File: config.mk
export PLATFORM = sky130hd
export DESIGN_NAME = pcirp_policy
export DESIGN_NICKNAME = d
export VERILOG_FILES = /design/src/pcirp_fifo.v /design/src/pcirp_policy.v
export VERILOG_INCLUDE_DIRS = /design/src
export SDC_FILE = /design/constraint.sdc
export NUM_CORES = 1
export LEC_CHECK = 0
export ABC_AREA = 1
export BUFFER_PORTS_ARGS = -buffer_cell sky130_fd_sc_hd__clkbuf_2
export CAP_MARGIN = 20
export CORE_ASPECT_RATIO = 0.6
export CORE_MARGIN = 2
export CORE_UTILIZATION = 38
export CTS_CLUSTER_SIZE = 8
export DETAILED_ROUTE_END_ITERATION = 6
export HOLD_SLACK_MARGIN = 0.02
export PLACE_DENSITY_LB_ADDON = 0.2
export RECOVER_POWER = 100
export SYNTH_ARGS = -nofsm -noshare
export SYNTH_HDL_FRONTEND = slang
export SYNTH_SLANG_ARGS = --single-unit
File: constraint.sdc
create_clock -name sys_clk_i -period 4.3 [get_ports sys_clk_i]
set_input_delay 0 -clock sys_clk_i [delete_from_list [all_inputs] [get_ports sys_clk_i]]
set_output_delay 0 -clock sys_clk_i [all_outputs]
set_load 0.005 [all_outputs]
File: src/pcirp_map.vh
// constants for the bridge read prefetch policy block
`ifndef PCIRP_MAP_VH
`define PCIRP_MAP_VH

// pci bus command codes for the read commands
`define PCIRP_CMD_IORD 4'h2
`define PCIRP_CMD_MEMRD 4'h6
`define PCIRP_CMD_CFGRD 4'ha
`define PCIRP_CMD_MRM 4'hc
`define PCIRP_CMD_MRL 4'he

// byte enables are active low on the bus
`define PCIRP_BE_ALL_ON 4'h0

// boundary masks over the low dword address bits
`define PCIRP_MASK_W 10
`define PCIRP_MASK_ONE 10'h000
`define PCIRP_MASK_16DW 10'h00f
`define PCIRP_MASK_32DW 10'h01f
`define PCIRP_MASK_4KB 10'h3ff

// line size settings that name a usable cache line
`define PCIRP_LS_1 8'h01
`define PCIRP_LS_2 8'h02
`define PCIRP_LS_4 8'h04
`define PCIRP_LS_8 8'h08
`define PCIRP_LS_16 8'h10

// read data buffer shape
`define PCIRP_FIFO_W 32
`define PCIRP_FIFO_D 16
`define PCIRP_FIFO_AW 4

// controller states
`define PCIRP_ST_IDLE 2'h0
`define PCIRP_ST_FETCH 2'h1
`define PCIRP_ST_DRAIN 2'h2

`endif

File: src/pcirp_fifo.v
// read data buffer between target side and initiator side
`timescale 1ns/1ps
module pcirp_fifo #(
	parameter WIDTH = 32,
	parameter DEPTH = 16,
	parameter AW = 4
) (
	input wire sys_clk_i,
	input wire rst_n_i,
	input wire flush_i,
	input wire in_valid_i,
	input wire [WIDTH-1:0] in_data_i,
	output wire in_ready_o,
	output wire out_valid_o,
	output wire [WIDTH-1:0] out_data_o,
	input wire out_ready_i,
	output wire [AW:0] count_o
);
	// full level at the counter's width
	localparam [AW:0] FULL_LVL = DEPTH;

	reg [WIDTH-1:0] mem_reg [0:DEPTH-1]; // storage words
	reg [AW-1:0] wr_ptr_reg; // next write slot
	reg [AW-1:0] rd_ptr_reg; // oldest word
	reg [AW:0] cnt_reg; // words held
	wire push; // word accepted
	wire pop; // word handed out

	// flush drops everything, including a same-cycle push
	assign push = in_valid_i & in_ready_o & ~flush_i;
	assign pop = out_valid_o & out_ready_i & ~flush_i;
	assign in_ready_o = (cnt_reg != FULL_LVL);
	assign out_valid_o = (cnt_reg != {(AW+1){1'b0}});
	assign out_data_o = mem_reg[rd_ptr_reg];
	assign count_o = cnt_reg;

	// storage write, no reset needed on data
	always @(posedge sys_clk_i) begin
		if (push) begin
			mem_reg[wr_ptr_reg] <= in_data_i;
		end
	end

	// pointers and fill count
	always @(posedge sys_clk_i) begin
		if (!rst_n_i || flush_i) begin
			wr_ptr_reg <= {AW{1'b0}};
			rd_ptr_reg <= {AW{1'b0}};
			cnt_reg <= {(AW+1){1'b0}};
		end else begin
			if (push) begin
				wr_ptr_reg <= wr_ptr_reg + {{(AW-1){1'b0}}, 1'b1};
			end
			if (pop) begin
				rd_ptr_reg <= rd_ptr_reg + {{(AW-1){1'b0}}, 1'b1};
			end
			if (push && !pop) begin
				cnt_reg <= cnt_reg + {{AW{1'b0}}, 1'b1};
			end else if (pop && !push) begin
				cnt_reg <= cnt_reg - {{AW{1'b0}}, 1'b1};
			end
		end
	end
endmodule

File: src/pcirp_policy.v
// read forwarding and prefetch policy of a two-port bridge
`timescale 1ns/1ps
`include "pcirp_map.vh"
module pcirp_policy (
	input wire sys_clk_i,
	input wire rst_n_i,
	// captured delayed read request
	input wire req_valid_i,
	input wire [3:0] req_cmd_i,
	input wire [31:0] req_addr_i,
	input wire [3:0] req_be_n_i,
	input wire req_downstream_i,
	output wire req_ready_o,
	// policy settings
	input wire [31:0] pf_base_i,
	input wire [31:0] pf_limit_i,
	input wire up_prefetch_en_i,
	input wire [7:0] line_size_setting_i,
	input wire flow_en_i,
	// target bus side
	output reg tgt_start_o,
	output reg [31:0] tgt_addr_o,
	output reg [3:0] tgt_cmd_o,
	output reg [3:0] tgt_be_n_o,
	output reg tgt_prefetch_o,
	output wire tgt_active_o,
	output wire tgt_last_o,
	output wire tgt_ready_o,
	input wire tgt_data_valid_i,
	input wire [31:0] tgt_data_i,
	input wire tgt_disc_i,
	// initiator bus side
	output wire ini_valid_o,
	output wire [31:0] ini_data_o,
	output wire ini_disc_o,
	input wire ini_take_i,
	input wire ini_end_i,
	output reg flow_o
);
	reg [1:0] state_reg; // controller state
	reg [1:0] state_next;
	reg [29:0] cur_dw_reg; // dword address being fetched
	reg [29:0] cur_dw_next;
	reg [9:0] mask_reg; // boundary mask in force
	reg [9:0] mask_next;
	reg flow_next;
	reg start_next;
	reg flush; // drop buffered data this cycle
	reg pf_class; // request is prefetchable
	reg [9:0] mask_calc; // boundary mask for the request
	wire in_window; // address inside prefetch window
	wire ls_valid; // line size names a usable line
	wire [7:0] ls_m1; // line size minus one
	wire fifo_in_ready; // buffer has a free word
	wire fifo_out_valid; // buffer holds a word
	wire [4:0] fifo_cnt; // words in buffer
	wire push; // target dword accepted
	wire pop; // initiator dword taken
	wire at_bound; // current dword ends the fetch
	wire early_drain; // initiator may take during fetch

	// request window and line size decode
	// the window is inclusive at both ends and compares the full byte
	// address, so a window that ends mid-dword still behaves sensibly
	// line sizes other than a power of two up to sixteen are treated as
	// unusable and fall back to the fixed sixteen or thirty-two dword
	// boundaries below
	assign in_window = (req_addr_i >= pf_base_i) &&
		(req_addr_i <= pf_limit_i);
	assign ls_valid = (line_size_setting_i == `PCIRP_LS_1) ||
		(line_size_setting_i == `PCIRP_LS_2) ||
		(line_size_setting_i == `PCIRP_LS_4) ||
		(line_size_setting_i == `PCIRP_LS_8) ||
		(line_size_setting_i == `PCIRP_LS_16);
	assign ls_m1 = line_size_setting_i - 8'h01;

	// classify the request before it goes out
	// line and multiple reads always prefetch, whatever the address
	// plain memory reads depend on direction: downstream uses the window,
	// upstream follows the programmable enable
	// io, config and any unknown code stay single dword, since reads of
	// those spaces may have side effects in the target
	always @* begin
		pf_class = 1'b0;
		case (req_cmd_i)
			`PCIRP_CMD_MRL: begin
				pf_class = 1'b1;
			end
			`PCIRP_CMD_MRM: begin
				pf_class = 1'b1;
			end
			`PCIRP_CMD_MEMRD: begin
				if (req_downstream_i) begin
					pf_class = in_window;
				end else begin
					pf_class = up_prefetch_en_i;
				end
			end
			default: begin
				pf_class = 1'b0; // io and config reads
			end
		endcase
	end

	// boundary size for non-flow-through prefetch
	// the mask holds the low dword address bits of one aligned block;
	// the fetch ends on the dword whose masked bits are all ones
	// a zero mask means every dword is the last, giving one dword reads
	// twice the line size is the line mask shifted up with a one filled in
	// flow-through later widens the mask to a whole 4KB page
	always @* begin
		mask_calc = `PCIRP_MASK_ONE;
		if (!pf_class) begin
			mask_calc = `PCIRP_MASK_ONE; // single dword
		end else if (req_cmd_i == `PCIRP_CMD_MRM) begin
			if (ls_valid) begin
				mask_calc = {1'b0, ls_m1, 1'b1}; // twice line
			end else begin
				mask_calc = `PCIRP_MASK_32DW;
			end
		end else begin
			if (ls_valid) begin
				mask_calc = {2'b00, ls_m1}; // line boundary
			end else begin
				mask_calc = `PCIRP_MASK_16DW;
			end
		end
	end

	// last dword before the aligned boundary
	assign at_bound = ((cur_dw_reg[9:0] & mask_reg) == mask_reg);

	// target side handshakes
	// ready drops as soon as the buffer is full, which holds the target
	// in wait states instead of losing a dword
	// last is only a hint to the target side sequencer; the fetch itself
	// ends on the accepted dword that meets the boundary
	assign tgt_active_o = (state_reg == `PCIRP_ST_FETCH);
	assign tgt_last_o = tgt_active_o & at_bound;
	// buffer space throttles the fetch
	assign tgt_ready_o = tgt_active_o & fifo_in_ready;
	assign push = tgt_data_valid_i & tgt_ready_o;
	assign req_ready_o = (state_reg == `PCIRP_ST_IDLE);

	// a repeating initiator may drain while the fetch runs
	// only prefetchable reads with flow-through allowed may drain early;
	// single dword reads always wait for the drain state
	// the disconnect flag follows the buffer count, so it is valid in
	// both the fetch and the drain state
	assign early_drain = tgt_active_o & tgt_prefetch_o & flow_en_i;
	assign ini_valid_o = fifo_out_valid &
		((state_reg == `PCIRP_ST_DRAIN) | early_drain);
	assign pop = ini_valid_o & ini_take_i;
	// disconnect goes with the last buffered dword
	assign ini_disc_o = ini_valid_o & (fifo_cnt == 5'h01);

	// next state and fetch progress
	// idle: take one request and latch its boundary mask
	// fetch: accept target dwords until boundary, target disconnect, or
	//   the initiator ends the transfer; an early take before the
	//   boundary switches to flow-through
	// drain: hand out what is buffered, disconnecting with the last word
	// an initiator end or a disconnect take always flushes the buffer,
	// so no stale dwords can leak into the next read
	// a cut fetch with nothing buffered simply returns to idle
	// hazard: in flow-through an empty buffer also disconnects, so a slow
	//   target can end a long burst early; the initiator may repeat
	always @* begin
		state_next = state_reg;
		cur_dw_next = cur_dw_reg;
		mask_next = mask_reg;
		flow_next = flow_o;
		start_next = 1'b0;
		flush = 1'b0;
		case (state_reg)
			`PCIRP_ST_IDLE: begin
				flow_next = 1'b0;
				if (req_valid_i) begin
					// issue the delayed read on the target bus
					start_next = 1'b1;
					cur_dw_next = req_addr_i[31:2];
					mask_next = mask_calc;
					state_next = `PCIRP_ST_FETCH;
				end
			end
			`PCIRP_ST_FETCH: begin
				if (push) begin
					cur_dw_next = cur_dw_reg + 30'h00000001;
				end
				if (ini_end_i || (pop && ini_disc_o)) begin
					// initiator finished, drop the rest
					flush = 1'b1;
					flow_next = 1'b0;
					state_next = `PCIRP_ST_IDLE;
				end else if ((push && at_bound) || tgt_disc_i) begin
					// boundary or target disconnect ends fetch
					state_next = `PCIRP_ST_DRAIN;
				end else if (pop && !flow_o) begin
					// draining before the boundary
					flow_next = 1'b1;
					mask_next = `PCIRP_MASK_4KB;
				end
			end
			`PCIRP_ST_DRAIN: begin
				if (ini_end_i || (pop && ini_disc_o)) begin
					// leftover data is never kept
					flush = 1'b1;
					flow_next = 1'b0;
					state_next = `PCIRP_ST_IDLE;
				end else if (!fifo_out_valid) begin
					// fetch ended with nothing buffered
					flow_next = 1'b0;
					state_next = `PCIRP_ST_IDLE;
				end
			end
			default: begin
				flush = 1'b1;
				state_next = `PCIRP_ST_IDLE;
			end
		endcase
	end

	// controller registers
	// reset is synchronous; all state returns to idle with an empty buffer
	// the start pulse lasts exactly one cycle after the request is taken
	always @(posedge sys_clk_i) begin
		if (!rst_n_i) begin
			state_reg <= `PCIRP_ST_IDLE;
			cur_dw_reg <= 30'h00000000;
			mask_reg <= `PCIRP_MASK_ONE;
			flow_o <= 1'b0;
			tgt_start_o <= 1'b0;
		end else begin
			state_reg <= state_next;
			cur_dw_reg <= cur_dw_next;
			mask_reg <= mask_next;
			flow_o <= flow_next;
			tgt_start_o <= start_next;
		end
	end

	// captured command, address and byte enables for the target
	// these hold until the next request is taken, so the target side can
	// repeat the read after a retry without asking again
	// prefetching forces every lane on, since byte enables of later data
	// phases are unknown
	always @(posedge sys_clk_i) begin
		if (!rst_n_i) begin
			tgt_addr_o <= 32'h00000000;
			tgt_cmd_o <= 4'h0;
			tgt_be_n_o <= 4'hf;
			tgt_prefetch_o <= 1'b0;
		end else if (req_valid_i && req_ready_o) begin
			tgt_addr_o <= req_addr_i;
			tgt_cmd_o <= req_cmd_i;
			tgt_prefetch_o <= pf_class;
			if (pf_class) begin
				tgt_be_n_o <= `PCIRP_BE_ALL_ON;
			end else begin
				tgt_be_n_o <= req_be_n_i;
			end
		end
	end

	// read data buffer between the two buses
	// sixteen words deep; its fill count drives both the fetch throttle
	// and the disconnect with the final word
	// a flush empties it in one cycle and also drops a same-cycle push
	// depth limits a non-flow-through fetch, so the largest boundary
	// that fits without stalling is sixteen dwords
	// longer boundaries rely on the initiator draining in flow-through
	// or on the target disconnecting while the buffer is full
	pcirp_fifo #(
		.WIDTH(`PCIRP_FIFO_W),
		.DEPTH(`PCIRP_FIFO_D),
		.AW(`PCIRP_FIFO_AW)
	) u_rdbuf (
		.sys_clk_i(sys_clk_i),
		.rst_n_i(rst_n_i),
		.flush_i(flush),
		.in_valid_i(push),
		.in_data_i(tgt_data_i),
		.in_ready_o(fifo_in_ready),
		.out_valid_o(fifo_out_valid),
		.out_data_o(ini_data_o),
		.out_ready_i(pop),
		.count_o(fifo_cnt)
	);
endmodule

==> results.py <==
metrics = {
    "clock_tree": {
        "clock-root-buffer": "clkbuf_16",
        "clockBufferDepth": 3,
        "cts_resized": 0,
        "htree_levels": 3,
        "post-cts-setup-buffer-count": 0,
        "cts_buffers": 84,
        "ctsHoldBuffers": 91,
        "cts_tree": "yes",
        "clkLatencyLatePin_ps": 630,
        "path_clk_slew_ps": 50,
        "cts_sinks": 594,
    },
    "outcome": {
        "violations": "capacitance limit, slew limit",
        "status": "complete, but fails checks",
    },
    "worst_setup_path": {
        "rrSetupSlack_ps": 620,
        "cp-end-kind": "flop",
        "worstSetupPathType": "flop to flop",
        "crit_required_ps": 4540,
        "cp-start-kind": "flop",
        "worstPathArrival_ps": 3920,
        "worst-path-max-fanout": 19,
    },
    "finish": {
        "post-route-util_pct": 46.3,
        "nNetsFinal": 2794,
        "final_common_cell": "edfxtp_1",
        "syn_to_final_growth_pct": 20.8,
        "multiInputGateArea_um2": 7560,
        "n_antenna_cell": 0,
        "num-fill-cells": 6197,
        "seq_area_um2": 17000,
        "largest_reg_flops": 512,
        "drive_gt1_share_pct": 12.5,
        "final_cell_mix": "edfxtp_1, inv_1, o21ai_0, nand2_1, a21oi_1",
    },
    "timing": {
        "timing.final.crit_period_ps": 3680,
        "setup_ws_ps": 622,
        "rsz0062_at_grt": "no",
        "final-hold-violation-count": 0,
        "worst_pin_slew_ps": 1520,
        "setup-tns-final_ps": 0,
        "clock.fmax_mhz": 272,
        "fin_crit_sh_pct": 85.5,
        "fin_skew_ps": 22.3,
        "maxSlewViolCount": 20,
        "max_slew_margin_pct": -2.00,
        "finalSetupViolations": 0,
    },
    "power_and_ir_drop": {
        "p_comb_share_pct": 9.4,
        "power_frac_seq_pct": 47.2,
        "power_leakage_nw": 11.4,
        "clockPowerShare_pct": 43.5,
        "power_density_nw_per_um2": 440,
        "p_int_w": 0.0105,
        "p_sw_share_pct": 23.9,
        "ir_drop_uv": 290,
        "p_switching_w": 0.00331,
    },
    "floorplan": {
        "die_height_um": 207,
        "core-area_um2": 67900,
        "rows": 74,
        "start_util_pct": 38.3,
        "die_w_um": 342,
        "io_pins": 235,
        "die-area_um2": 70600,
    },
    "synthesis": {
        "synthDistinctLibCells": 43,
        "yosysWarnings": 0,
        "ys_ff_latch": 594,
        "ys_seq_area_share_pct": 65.4,
        "avgSynthCellArea_um2": 11.8,
        "syn_nets": 2447,
        "syn_inst": 2211,
        "synth_area_um2": 26000,
    },
    "grt": {
        "overflow": 0,
        "grt_max_degree": 62,
        "antenna_found_initial": 0,
        "grt_pass1_wl_mm": 106,
        "grt_pass1_vias": 17500,
        "groute.usage.overall_pct": 19.8,
    },
    "route": {
        "avgRoutedWirePerCell_um": 19.8,
        "viasPerCell": 5.12,
        "drc_errors": 0,
        "drtIter0Drc": 1376,
        "dr.pass1.iters": 5,
        "dr_total_vias": 17900,
        "wirelength_mm": 69.5,
        "ant_nets": 0,
    },
    "job": {
        "maxCapViolations": 1,
    },
    "place": {
        "place_ws_ps": 1060,
        "port_buffers": 234,
        "dp_hpwl_mm": 44.4,
        "gp_congestion": 0.863,
    },
    "worst_hold_path": {
        "min_path_type": "input pin to flop",
    },
}
==> layer usage <==
layer / track usage, % / part of all wire [%]
met3: 3.29 / 5.0
met2: 30.8 / 45
met4: 5.76 / 2.5
met5: 0 / 0
met1: 28.5 / 47
==> worst max-delay path, stage by stage, from the launching register on <==
cell	delay, ps
dfxtp_1	330
inv_1	130
ha_1	170
inv_1	70
nor2_4	120
nand2_1	90
nand2_1	160
nor2_1	130
a21oi_4	160
inv_1	50
o21ai_0	310
nand2_2	150
inv_2	140
nand2_1	260
nor2_4	440
clkbuf_2	580
==> area by class of cell <==
type                            instances  share of cell area [%]
Inverter                              281                    3.36
Timing Repair Buffer                  371                    7.39
Clock buffer                          114                    7.25
Multi-Input combinational cell       1226                    24.0
Sequential cell                       594                    54.1
Clock inverter                          5                   0.183
Tap cell                              912                    3.63
==> kinds of logic after synthesis <==
family	share of synthesized area (%)
AOI/OAI and AO/OA	12.8
xor gates and xnor gates	0.168
adders and majority gates	3.94
buffers and inverters	5.77
DFF	65.4
muxes	4.96
and+or+nand+nor	6.92
==> Yosys cell counts, drive strengths merged <==
cell type,n,share of area [%]
a21oi,195,3.8
nor2,137,2.2
nor3,5,0.096
a221oi,5,0.17
xnor2,1,0.034
o32ai,2,0.067
ha,82,3.9
dfxtp,82,6.3
clkinv,2,0.029
and3,1,0.024
o21ai,236,4.6
nand3,54,1.1
nor4,4,0.096
a21o,2,0.058
xor2,4,0.13
o22ai,1,0.024
a31oi,3,0.072
mux2i,129,5.0
nand4,7,0.17
o31ai,1,0.029
edfxtp,512,59
clkbuf,82,1.2
buf,28,0.53
o21a,5,0.14
o221a,2,0.087
o211ai,130,3.8
or2,2,0.048
nand2,218,3.2
inv,279,4.0
==> metrics by stage <==
stage	total power, W	std cells	instance area, um2	hold WS (ps)
after floorplan	0.00734	2211	26000	98.9
after global placement	0.00788	3293	28400	191
after detailed placement	0.00790	3293	28400	194
after CTS	0.0140	3503	31700	25.0
after global routing	0.0144	3503	31400	122
final	0.0138	3503	31400	131
==> final timing paths <==
kind | start | endpoint | cells after the start
worst min register to register | u_rdbuf.rd_ptr_reg[3]$_SDFFE_PP0P_ | flop | 2
worst max register to register | u_rdbuf.count_o[1]$_SDFFE_PP0P_ | u_rdbuf.mem_reg[4][10]$_DFFE_PP_ | 15
worst min-delay path | req_be_n_i[1] | tgt_be_n_o[1]$_SDFFE_PN1P_ | 4
worst max-delay path | u_rdbuf.count_o[1]$_SDFFE_PP0P_ | u_rdbuf.mem_reg[4][10]$_DFFE_PP_ | 15
==> power groups by stage <==
stage                     combinational (W)  sequential (W)  clock [W]
after detailed placement            0.00128         0.00663          0
final                               0.00130         0.00652    0.00601
after floorplan                    0.000727         0.00661          0
after global placement              0.00126         0.00662          0
after global routing                0.00147         0.00653    0.00643
after CTS                           0.00136         0.00652    0.00616
No activity file was read; power rests on OpenSTA's default activity.
